**src/write_uncorrectable_pkg.sv**
```systemverilog
/*
 * Shared constants and types for the write-uncorrectable command block:
 * register offsets, opcodes, option codes, task-file bit positions and
 * the sector-mark record.
 * Assumes a 32-bit APB master and a 50 MHz single clock domain.
 */
`default_nettype none

package write_uncorrectable_pkg;

    // register byte offsets
    localparam logic [7:0] OFS_FEATURE    = 8'h00;
    localparam logic [7:0] OFS_COUNT      = 8'h04;
    localparam logic [7:0] OFS_LBA_LOW    = 8'h08;
    localparam logic [7:0] OFS_LBA_HIGH   = 8'h0C;
    localparam logic [7:0] OFS_CONTROL    = 8'h10;
    localparam logic [7:0] OFS_COMMAND    = 8'h14;
    localparam logic [7:0] OFS_STATUS     = 8'h18;
    localparam logic [7:0] OFS_ERROR      = 8'h1C;
    localparam logic [7:0] OFS_RESULT     = 8'h20;
    localparam logic [7:0] OFS_IRQ_STATUS = 8'h24;
    localparam logic [7:0] OFS_IRQ_MASK   = 8'h28;

    // opcodes and option codes
    localparam logic [7:0] CMD_WRITE_UNC  = 8'h45;
    localparam logic [7:0] OPT_PSEUDO     = 8'h55;
    localparam logic [7:0] OPT_FLAGGED    = 8'hAA;

    // error byte bit positions
    localparam int ERR_UNC_BIT = 6;
    localparam int ERR_IDN_BIT = 4;
    localparam int ERR_ABT_BIT = 2;

    // status byte bit positions
    localparam int STS_BSY_BIT = 7;
    localparam int STS_RDY_BIT = 6;
    localparam int STS_DSC_BIT = 4;
    localparam int STS_ERR_BIT = 0;

    // interrupt status bit positions
    localparam int IRQ_DONE_BIT  = 0;
    localparam int IRQ_ERROR_BIT = 1;

    // reset values and counts
    localparam logic [16:0] COUNT_ZERO_MEANS = 17'h10000;
    localparam logic [15:0] RECOVERY_CYCLES  = 16'h0010;
    localparam logic [7:0]  RESET_BYTE       = 8'h00;

    typedef enum logic [1:0] {
        OP_PSEUDO,
        OP_FLAGGED,
        OP_READ,
        OP_WRITE
    } op_type;

    typedef enum {
        ST_IDLE,
        ST_SCAN,
        ST_RECOVER
    } phase_type;

    typedef struct packed {
        logic        valid;
        logic        pseudo;
        logic [47:0] lba;
    } mark_type;

    typedef struct packed {
        logic        psel;
        logic        penable;
        logic        pwrite;
        logic [7:0]  paddr;
        logic [31:0] pwdata;
    } apb_req_type;

endpackage

`default_nettype wire

```
**src/write_uncorrectable_cmd.sv**
```systemverilog
/*
 * Task-file command engine for the write-uncorrectable command, plus the
 * read and write behaviour of marked sectors, over an APB register slave.
 * Assumes a media error flag from the drive side (asynchronous, synced
 * here) and a nonvolatile store that saves each mark record it is given.
 */
`default_nettype none

module write_uncorrectable_cmd
    import write_uncorrectable_pkg::*;
#(
    parameter int          ENTRIES   = 8,
    parameter int          LOG_BLOCK = 3,
    parameter logic [47:0] MAX_LBA   = 48'hFFFF_FFFF_FFFF
)(
    input  wire logic                       clk,        // 50 MHz clock
    input  wire logic                       rstn,       // async reset, low
    input  wire logic                       psel,       // apb select
    input  wire logic                       penable,    // apb enable
    input  wire logic                       pwrite,     // apb direction
    input  wire logic [7:0]                 paddr,      // apb byte address
    input  wire logic [31:0]                pwdata,     // apb write data
    output logic [31:0]                     prdata,     // apb read data
    output logic                            pready,     // apb ready
    output logic                            pslverr,    // unmapped address
    input  wire logic                       media_err,  // media fault, async
    output logic                            irq,        // level interrupt
    output logic                            nv_wr,      // mark save pulse
    output logic [$clog2(ENTRIES)-1:0]      nv_index,   // saved slot
    output write_uncorrectable_pkg::mark_type nv_entry  // saved record
);
    import write_uncorrectable_pkg::*;

    localparam int IW = $clog2(ENTRIES);
    localparam logic [47:0] BLOCK_MASK =
        ~((48'h1 << LOG_BLOCK) - 48'h1);

    typedef struct packed {
        logic [31:0]             prdata;
        logic                    pready;
        logic                    pslverr;
        logic                    irq;
        logic                    nv_wr;
        logic [IW-1:0]           nv_index;
        mark_type                nv_entry;
        logic                    sync1;
        logic                    sync2;
        logic [7:0]              feature;
        logic [15:0]             count;
        logic [23:0]             lba_low;
        logic [23:0]             lba_high;
        logic                    hob;
        logic [7:0]              command;
        logic [7:0]              error;
        logic                    busy;
        logic [47:0]             result;
        logic [1:0]              irq_status;
        logic [1:0]              irq_mask;
        phase_type               phase;
        op_type                  op;
        logic [47:0]             cur_lba;
        logic [16:0]             remaining;
        logic [15:0]             recover;
        mark_type [ENTRIES-1:0]  marks;
    } state_type;

    state_type s;
    state_type next_s;

    function automatic logic is_read_cmd(input logic [7:0] c);
        // dma, multiple, sector(s), verify, stream reads, with ext forms
        return c inside {8'hC8, 8'h25, 8'hC4, 8'h29, 8'h20, 8'h21,
                         8'h24, 8'h40, 8'h41, 8'h42, 8'h2A, 8'h2B};
    endfunction

    function automatic logic is_write_cmd(input logic [7:0] c);
        return c inside {8'hCA, 8'h35, 8'hC5, 8'h39, 8'h30, 8'h31,
                         8'h34, 8'h3A, 8'h3B};
    endfunction

    function automatic logic hits(input mark_type m, input logic [47:0] a);
        if (!m.valid)
            return 1'b0;
        if (m.pseudo)
            return m.lba == (a & BLOCK_MASK);
        return m.lba == a;
    endfunction

    function automatic logic mapped(input logic [7:0] a);
        return a inside {OFS_FEATURE, OFS_COUNT, OFS_LBA_LOW, OFS_LBA_HIGH,
                         OFS_CONTROL, OFS_COMMAND, OFS_STATUS, OFS_ERROR,
                         OFS_RESULT, OFS_IRQ_STATUS, OFS_IRQ_MASK};
    endfunction

    apb_req_type req;
    logic        setup;
    logic        access;
    logic [1:0]  events;
    logic [ENTRIES-1:0] hit_flag;
    logic [ENTRIES-1:0] hit_pseudo;
    logic [ENTRIES-1:0] same;
    logic [ENTRIES-1:0] free;
    logic [IW-1:0] hit_idx;
    logic [IW-1:0] put_idx;
    logic        put_ok;
    logic [47:0] key;

    // pseudo marks are stored block-aligned, flagged ones as given
    assign key = (s.op == OP_PSEUDO) ? (s.cur_lba & BLOCK_MASK) : s.cur_lba;

    // per-slot match vectors for the sector under scan
    genvar g;
    generate
        for (g = 0; g < ENTRIES; g++)
        begin : slot
            assign hit_flag[g]   = hits(s.marks[g], s.cur_lba)
                                   && !s.marks[g].pseudo;
            assign hit_pseudo[g] = hits(s.marks[g], s.cur_lba)
                                   && s.marks[g].pseudo;
            assign same[g]       = s.marks[g].valid
                                   && s.marks[g].lba == key
                                   && s.marks[g].pseudo == (s.op == OP_PSEUDO);
            assign free[g]       = !s.marks[g].valid;
        end
    endgenerate

    // lowest matching slot for clearing, or reusable slot for marking
    always_comb
    begin
        hit_idx = '0;
        put_idx = '0;
        put_ok  = 1'b0;
        for (int i = ENTRIES - 1; i >= 0; i--)
        begin
            if (hit_flag[i] || hit_pseudo[i])
                hit_idx = IW'(i);
            if (free[i])
            begin
                put_idx = IW'(i);
                put_ok  = 1'b1;
            end
        end
        // an existing identical mark is reused so a range never duplicates
        for (int i = ENTRIES - 1; i >= 0; i--)
        begin
            if (same[i])
            begin
                put_idx = IW'(i);
                put_ok  = 1'b1;
            end
        end
    end

    always_comb
    begin
        next_s = s;
        req = '{psel, penable, pwrite, paddr, pwdata};
        setup  = req.psel && !req.penable;
        access = req.psel && req.penable && s.pready;
        events = 2'b00;
        next_s.pready  = 1'b0;
        next_s.pslverr = 1'b0;
        next_s.nv_wr   = 1'b0;
        next_s.sync1   = media_err;
        next_s.sync2   = s.sync1;

        // zero wait state: ready follows every setup cycle
        if (setup)
        begin
            next_s.pready  = 1'b1;
            next_s.pslverr = !mapped(req.paddr);
            next_s.prdata  = 32'h0000_0000;
            unique case (req.paddr)
                OFS_FEATURE:    next_s.prdata[7:0]  = s.feature;
                OFS_COUNT:      next_s.prdata[15:0] = s.count;
                OFS_LBA_LOW:    next_s.prdata[23:0] = s.lba_low;
                OFS_LBA_HIGH:   next_s.prdata[23:0] = s.lba_high;
                OFS_CONTROL:    next_s.prdata[0]    = s.hob;
                OFS_COMMAND:    next_s.prdata[7:0]  = s.command;
                OFS_STATUS:
                begin
                    next_s.prdata[STS_BSY_BIT] = s.busy;
                    next_s.prdata[STS_RDY_BIT] = 1'b1;
                    next_s.prdata[STS_DSC_BIT] = 1'b1;
                    next_s.prdata[STS_ERR_BIT] = |s.error;
                end
                OFS_ERROR:      next_s.prdata[7:0]  = s.error;
                OFS_RESULT:     next_s.prdata[23:0] = s.hob ?
                                    s.result[47:24] : s.result[23:0];
                OFS_IRQ_STATUS: next_s.prdata[1:0]  = s.irq_status;
                OFS_IRQ_MASK:   next_s.prdata[1:0]  = s.irq_mask;
                default:        next_s.prdata       = 32'h0000_0000;
            endcase
        end

        // task-file writes other than control and irq mask are ignored while a command runs
        if (access && req.pwrite && !s.pslverr)
        begin
            if (req.paddr == OFS_IRQ_MASK)
                next_s.irq_mask = req.pwdata[1:0];
            if (req.paddr == OFS_CONTROL)
                next_s.hob = req.pwdata[0];
            if (!s.busy)
            begin
                unique case (req.paddr)
                    OFS_FEATURE:  next_s.feature  = req.pwdata[7:0];
                    OFS_COUNT:    next_s.count    = req.pwdata[15:0];
                    OFS_LBA_LOW:  next_s.lba_low  = req.pwdata[23:0];
                    OFS_LBA_HIGH: next_s.lba_high = req.pwdata[23:0];
                    default:      next_s.command  = s.command;
                endcase
            end
            if (!s.busy && req.paddr == OFS_COMMAND)
            begin
                next_s.command   = req.pwdata[7:0];
                next_s.error     = RESET_BYTE;
                next_s.result    = '0;
                next_s.cur_lba   = {s.lba_high, s.lba_low};
                next_s.remaining = (s.count == 16'h0000) ?
                                   COUNT_ZERO_MEANS : {1'b0, s.count};
                next_s.busy      = 1'b1;
                next_s.phase     = ST_SCAN;
                if (req.pwdata[7:0] == CMD_WRITE_UNC)
                begin
                    if (s.feature == OPT_PSEUDO)
                        next_s.op = OP_PSEUDO;
                    else if (s.feature == OPT_FLAGGED)
                        next_s.op = OP_FLAGGED;
                    else
                    begin
                        next_s.error[ERR_ABT_BIT] = 1'b1;
                        next_s.busy  = 1'b0;
                        next_s.phase = ST_IDLE;
                        events = 2'b11;
                    end
                end
                else if (is_read_cmd(req.pwdata[7:0]))
                    next_s.op = OP_READ;
                else if (is_write_cmd(req.pwdata[7:0]))
                    next_s.op = OP_WRITE;
                else
                begin
                    next_s.error[ERR_ABT_BIT] = 1'b1;
                    next_s.busy  = 1'b0;
                    next_s.phase = ST_IDLE;
                    events = 2'b11;
                end
            end
        end

        // one sector per cycle, or one mark cleared per cycle on writes; the first failing sector ends the command
        unique case (s.phase)
            ST_IDLE:
                next_s.recover = RECOVERY_CYCLES;
            ST_SCAN:
            begin
                if (s.cur_lba > MAX_LBA)
                begin
                    next_s.error[ERR_IDN_BIT] = 1'b1;
                    next_s.result = s.cur_lba;
                    next_s.busy   = 1'b0;
                    next_s.phase  = ST_IDLE;
                    events = 2'b11;
                end
                else if (s.op == OP_PSEUDO || s.op == OP_FLAGGED)
                begin
                    if (!put_ok)
                    begin
                        next_s.error[ERR_ABT_BIT] = 1'b1;
                        next_s.result = s.cur_lba;
                        next_s.busy   = 1'b0;
                        next_s.phase  = ST_IDLE;
                        events = 2'b11;
                    end
                    else
                    begin
                        next_s.marks[put_idx] =
                            '{1'b1, s.op == OP_PSEUDO, key};
                        next_s.nv_wr    = 1'b1;
                        next_s.nv_index = put_idx;
                        next_s.nv_entry = '{1'b1, s.op == OP_PSEUDO, key};
                    end
                end
                else if (s.op == OP_WRITE && (|hit_flag || |hit_pseudo))
                begin
                    // clear one mark per cycle, stay on the sector
                    next_s.marks[hit_idx] = '0;
                    next_s.nv_wr    = 1'b1;
                    next_s.nv_index = hit_idx;
                    next_s.nv_entry = '0;
                end
                else if (s.sync2 || (s.op == OP_READ && |hit_flag))
                begin
                    // write verify or read failed on media or a flag
                    next_s.error[ERR_UNC_BIT] = 1'b1;
                    next_s.result = s.cur_lba;
                    next_s.busy   = 1'b0;
                    next_s.phase  = ST_IDLE;
                    events = 2'b11;
                end
                else if (s.op == OP_READ && |hit_pseudo)
                    next_s.phase = ST_RECOVER;
                if (next_s.phase == ST_SCAN && !next_s.nv_wr
                    && !(s.op == OP_WRITE && (|hit_flag || |hit_pseudo)))
                begin
                    next_s.cur_lba   = s.cur_lba + 48'h1;
                    next_s.remaining = s.remaining - 17'h1;
                end
                if ((s.op == OP_PSEUDO || s.op == OP_FLAGGED) && next_s.nv_wr)
                begin
                    next_s.cur_lba   = s.cur_lba + 48'h1;
                    next_s.remaining = s.remaining - 17'h1;
                end
                if (next_s.phase == ST_SCAN
                    && next_s.remaining == 17'h00000)
                begin
                    next_s.busy  = 1'b0;
                    next_s.phase = ST_IDLE;
                    events[IRQ_DONE_BIT] = 1'b1;
                end
            end
            ST_RECOVER:
            begin
                // full retry effort is spent before the sector is given up
                next_s.recover = s.recover - 16'h0001;
                if (s.recover == 16'h0001)
                begin
                    next_s.error[ERR_UNC_BIT] = 1'b1;
                    next_s.result = s.cur_lba;
                    next_s.busy   = 1'b0;
                    next_s.phase  = ST_IDLE;
                    events = 2'b11;
                end
            end
        endcase

        // read clears only the bits it reported; later events survive
        if (access && !req.pwrite && req.paddr == OFS_IRQ_STATUS)
            next_s.irq_status = s.irq_status & ~s.prdata[1:0];
        next_s.irq_status = next_s.irq_status | events;
        next_s.irq = |(next_s.irq_status & next_s.irq_mask);
    end

    always_ff @(posedge clk or negedge rstn)
    begin
        if (!rstn)
            s <= '0;
        else
            s <= next_s;
    end

    assign prdata   = s.prdata;
    assign pready   = s.pready;
    assign pslverr  = s.pslverr;
    assign irq      = s.irq;
    assign nv_wr    = s.nv_wr;
    assign nv_index = s.nv_index;
    assign nv_entry = s.nv_entry;

endmodule

`default_nettype wire

```
**config.mk**
```make
export PLATFORM = sky130hd
export DESIGN_NAME = write_uncorrectable_cmd
export DESIGN_NICKNAME = d
export VERILOG_FILES = /design/src/write_uncorrectable_pkg.sv /design/src/write_uncorrectable_cmd.sv
export SDC_FILE = /design/constraint.sdc
export NUM_CORES = 2
export LEC_CHECK = 0
export BUFFER_PORTS_ARGS = -buffer_cell sky130_fd_sc_hd__buf_4
export CAP_MARGIN = 20
export CORE_MARGIN = 2
export CORE_UTILIZATION = 57
export DETAILED_ROUTE_END_ITERATION = 16
export PLACE_DENSITY_LB_ADDON = 0.12
export SYNTH_ARGS = -nofsm -noshare
export SYNTH_HDL_FRONTEND = slang
export SYNTH_SLANG_ARGS = --single-unit
```
**constraint.sdc**
```tcl
create_clock -name clk -period 3.97 [get_ports clk]
set_input_delay 0.1985 -clock clk [delete_from_list [all_inputs] [get_ports clk]]
set_output_delay 0.1985 -clock clk [all_outputs]
set_load 0.05 [all_outputs]
```
# Yosys cells after proc, flatten, opt, wreduce, memory -nomap -nowiden

Cells that the tools add are included.

Flip-flop bits (word level): 735
Input port bits: 46

Multiplexer cells: 189
Bitwise gates (word level): 8
$lt $le $gt $ge: 5
Add/sub/neg operators: 3
Equal/unequal tests: 78
Reduce and logical (&&, ||, !) cells: 99

Operators by type and width:

| operator                                                                | count |
|---|---|
| 400-bit 2-to-1 mux                                                      | 3 |
| 48-bit equality test                                                    | 24 |
| 400-bit bitwise AND                                                     | 1 |
| 400-bit bitwise mux                                                     | 1 |
| 400-bit NOT                                                             | 1 |
| 32-bit 2-to-1 mux                                                       | 11 |
| 54-bit 2-to-1 mux                                                       | 6 |
| 50-bit demux with 3-bit select                                          | 2 |
| 49-bit 2-to-1 mux                                                       | 6 |
| 65-bit 2-to-1 mux                                                       | 4 |
| 8-bit by 6-bit equality test with 1-bit output (second input constant)  | 17 |
| 56-bit 2-to-1 mux                                                       | 2 |
| 101-bit 2-to-1 mux                                                      | 1 |
| 50-bit 2-to-1 mux                                                       | 2 |
| 99-bit 2-to-1 mux                                                       | 1 |
| 49-bit case mux with 2 select lines                                     | 1 |
| 1-bit 2-to-1 mux                                                        | 89 |
| 3-bit 2-to-1 mux                                                        | 25 |
| 32-bit by 2-bit equality test with 1-bit output (second input constant) | 2 |
| 32-bit case mux with 2 select lines                                     | 1 |
| 1-bit logical AND                                                       | 49 |
| 48-bit by 1-bit adder with 48-bit output (second input constant)        | 1 |
| 48-bit > comparator (second input constant)                             | 1 |
| 8-bit by 7-bit equality test with 1-bit output (second input constant)  | 5 |
| 52 further kinds                                                        | 126 |

# Logic depth before layout (Yosys ltp)

Word-level depth: 33
Gate-level depth with buffers: 17
Gate-level depth less buffers: 13

# Worst setup path after synthesis

Ideal clock, no wire load.

Path kind: flip-flop to flip-flop
From: register s[454] in the netlist's numbering
To: register s[430] in the netlist's numbering
Cell stages (with the launch flop): 15
Period minus slack after synthesis: 3.818 ns
Library setup time: 0.126 ns
Required time: 3.844 ns
Data arrival time: 3.692 ns
Slack: 0.152 ns
Cells stage by stage: dfrtp_1 > buf_6 > xnor2_1 > nand4_1 > or4_1 > or4_4 > o2111a_2 > and3_4 > a22o_1 > a21o_1 > o41ai_4 > a21oi_1 > buf_4 > buf_6 > a221o_1

RTL lines:

| what                   | line                           | source |
|---|---|---|
| from (decl)            | write_uncorrectable_cmd.sv:67  | `state_type s;` |
| from (signal assigned) | write_uncorrectable_cmd.sv:349 | `s <= next_s;` |

==> impl_metrics.ini <==
[status]
status = finished with violations
violations = negative setup slack

[critical_path]
worstPathArrival_ns = 4.92
r2r_start = s[478]
r2r_end = s[446]
required_ns = 4.50
cp-end-kind = flip-flop
crit_start = s[478]
cp_max_fo = 8
r2r_setup_slack_ns = -0.42
startpoint_type = flip-flop
endpoint = s[446]
crit_slowest_cell = dfrtp_2
worstSetupPathType = flip-flop to flip-flop
cp_cell_sequence = buf_12, buf_4, xnor2_1, nand4_1, nor4_4, buf_12, nand4_1, o2111a_2, and3_4, a22o_1, a21o_1, o41ai_4, buf_4, nand2_4, buf_12, buf_4, or3_1, and3_1
reg2reg_depth = 18
max_stage_delay_ns = 0.45

[place]
place_area_um2 = 42050
io_buffers = 118
place_inst = 4793
gp_congestion = 0.9838
hpwlAfterDp_um = 102300
dp_slack_ns = -1.039

[sta]
rsz0062_at_grt = true
finalSetupViolations = 453
timing.final.crit_period_ns = 4.388
tightest_slew_ns = 1.134
fin_ws_ns = -0.4183
fmax_mhz = 227.9
relSlewSlack = 0.2441
final_hold_viol_count = 0
whs_ns = 0.1096
fin_worst_skew_ns = 0.03144
fin_crit_sh = 1.105
slew_viol_final = 0

[flow_run]
cap_violations = 0

[clocking]
clkTransAtPathRegs_ns = 0.07
numClockSinks = 735
clk_latency_ns = 0.66
cts_max_level = 3
cts_buffer_depth = 3
cts_tree = built
cts_buffers = 79
cts_root_buffer = clkbuf_16

[pwr]
powerDensity_nw_per_um2 = 331.0
leakagePower_uw = 0.02151
ir_drop_uv = 337.9
p_total_uw = 16020

[cells_and_area]
multi_input_area_um2 = 17570
final_cell_area_um2 = 48400
area_growth_syn_to_layout_pct = 31.31
seq_area_um2 = 18420
fillers = 4380
nets = 4232
drive_gt1_frac = 0.2996
instances_no_fill = 5104

[synthesis]
ys_types = 89
synth_top_area_frac = 0.4990
ys_seq_area_frac = 0.4990
synthCells = 3637
syn_area_um2 = 36860
synth_edf_count = 0
ys_ff_latch = 735
ys.flop_type = dfrtp_1
avgSynthCellArea_um2 = 10.13
ys_top_cells_by_area = dfrtp_1 50%, xnor2_1 8.8%, a22o_1 5.0%
synth_async_sr_flop_share = 1.000
synth.largest_area_cell = dfrtp_1
yosysWarnings = 0

[die]
io-pin-count = 135
die_w_um = 258.3
start_util = 0.5738
num_rows = 93
coreArea_um2 = 64230
dieHeight_um = 258.3
die_area_um2 = 66710

[grt]
grt_pass1_vias = 32530
grt.overflow.total = 0
grt_use_total = 0.4314
antenna_found_initial = 4
grt_pass1_wl_um = 213000
grt_max_degree = 115

[drt]
routedWlPerCell_um = 30.41
viasPerCell = 6.697
first_pass_iters = 7
first_iter_violations = 4873
wl_um = 155200
vias = 34180
drc = 0
antenna_left = 0

[worst_hold_path]
holdPathStages = 4
hold_class = primary input to flip-flop
## worst min path at each step
stage                   start           to  slack [ns]
CTS                  paddr[0]       s[584]        0.07
floorplan                rstn          irq        -0.1
finish               paddr[0]       s[584]        0.11
global route         paddr[0]       s[584]        0.10
global placement    media_err  next_s[657]        0.31
detailed placement  media_err  next_s[657]        0.31
## registers in the layout (all words and copies together) (netlist names)
| signal | cells |
|---|---|
| irq | 1 |
| next_s | 1 |
| nv_entry | 50 |
| nv_index | 3 |
| nv_wr | 1 |
| prdata | 24 |
| pready | 1 |
| pslverr | 1 |
| s | 653 |
## layout by cell type (no fill, tap or decap), types with 106 or more instances in the layout
master	synthesis	routed
a22o_1	211	211
buf_4	97	622
clkbuf_16	0	106
dfrtp_1	735	713
nand2_1	370	360
nand3_1	183	181
nand4_1	131	131
nor2_1	145	143
o21ai_0	214	213
o22ai_1	155	114
xnor2_1	369	327
## metal layers
layer | global-route usage | vias to the layer above | routed length, um
met2 | 0.6405 | 2483 | 67330
met1 | 0.5781 | 17050 | 56710
met5 | 0 | - | 26
met4 | 0.2327 | 4 | 11770
li1 | - | 14090 | -
met3 | 0.1193 | 559 | 19400
## worst max-delay path: cells and delay by family (launching register included)
family / cells / cell delay [ns]
AND/OR/NAND/NOR: 7 / 1.71
buffers and inverters: 6 / 0.97
XOR/XNOR: 1 / 0.21
AO/OA/AOI/OAI: 4 / 0.94
flip-flops: 1 / 0.45
## what timing repair did
item                       CTS  global route
cloned                       4            42
hold endpoints to repair   177             0
setup buffers               48            41
gates resized for setup    131           186
setup endpoints to repair  563           495
hold buffers                30             0
pin swaps                   58           110
## power breakdown
part	internal [uW]	switching, uW
registers	7510	23.5
logic	173	401
clock network	4630	3280
total	12300	3700
## kinds of logic (layout without fill, tap and decap cells)
| kind of cell | Yosys count | count (layout) | share of synthesized area |
|---|---|---|---|
| AO/OA/AOI/OAI | 829 | 830 | 0.1594 |
| flip-flops | 735 | 735 | 0.4990 |
| buffers and inverters | 461 | 1061 | 0.06460 |
| multiplexers | 103 | 103 | 0.03089 |
| AND/OR/NAND/NOR | 1110 | 1111 | 0.1510 |
| XOR/XNOR | 394 | 394 | 0.09363 |
| other | 1 | 11 | 0.0001017 |
| adder cells (fa/ha/maj) | 4 | 4 | 0.001358 |
## synthesized netlist by cell type, types with 17 or more instances
cell type	number
xnor2_1	369
a21oi_1	40
xor2_1	25
nor2_1	145
mux2i_1	17
buf_2	79
dfrtp_1	735
a22o_1	211
buf_4	97
nor3_1	45
and2_1	38
a222oi_1	18
nor4_1	48
buf_6	25
o21ai_0	214
and3_1	20
or3_1	34
mux2_2	86
nand4_1	131
a22oi_1	30
nand3_1	183
a221o_1	19
clkbuf_1	164
inv_1	79
nand2_1	370
o22ai_1	155
## final cells by class
| type | count | area share |
|---|---|---|
| flip-flops and latches | 735 | 0.3806 |
| repair buffers | 831 | 0.1706 |
| multi-input cells | 2450 | 0.3631 |
| clock inverters | 37 | 0.009514 |
| diodes | 3 | 0.0001551 |
| well taps | 855 | 0.02211 |
| clock buffers | 108 | 0.04723 |
| inverters | 85 | 0.006696 |
## stage by stage
stage          setup TNS, ns  utilization
2_1_floorplan              0            -
3_3_place_gp         -356.92       0.6542
3_5_place_dp         -322.66       0.6546
4_1_cts               -28.52       0.7207
5_1_grt              -128.67       0.7534
6_report             -104.75       0.7534
No activity file was read; power rests on OpenSTA's default activity.
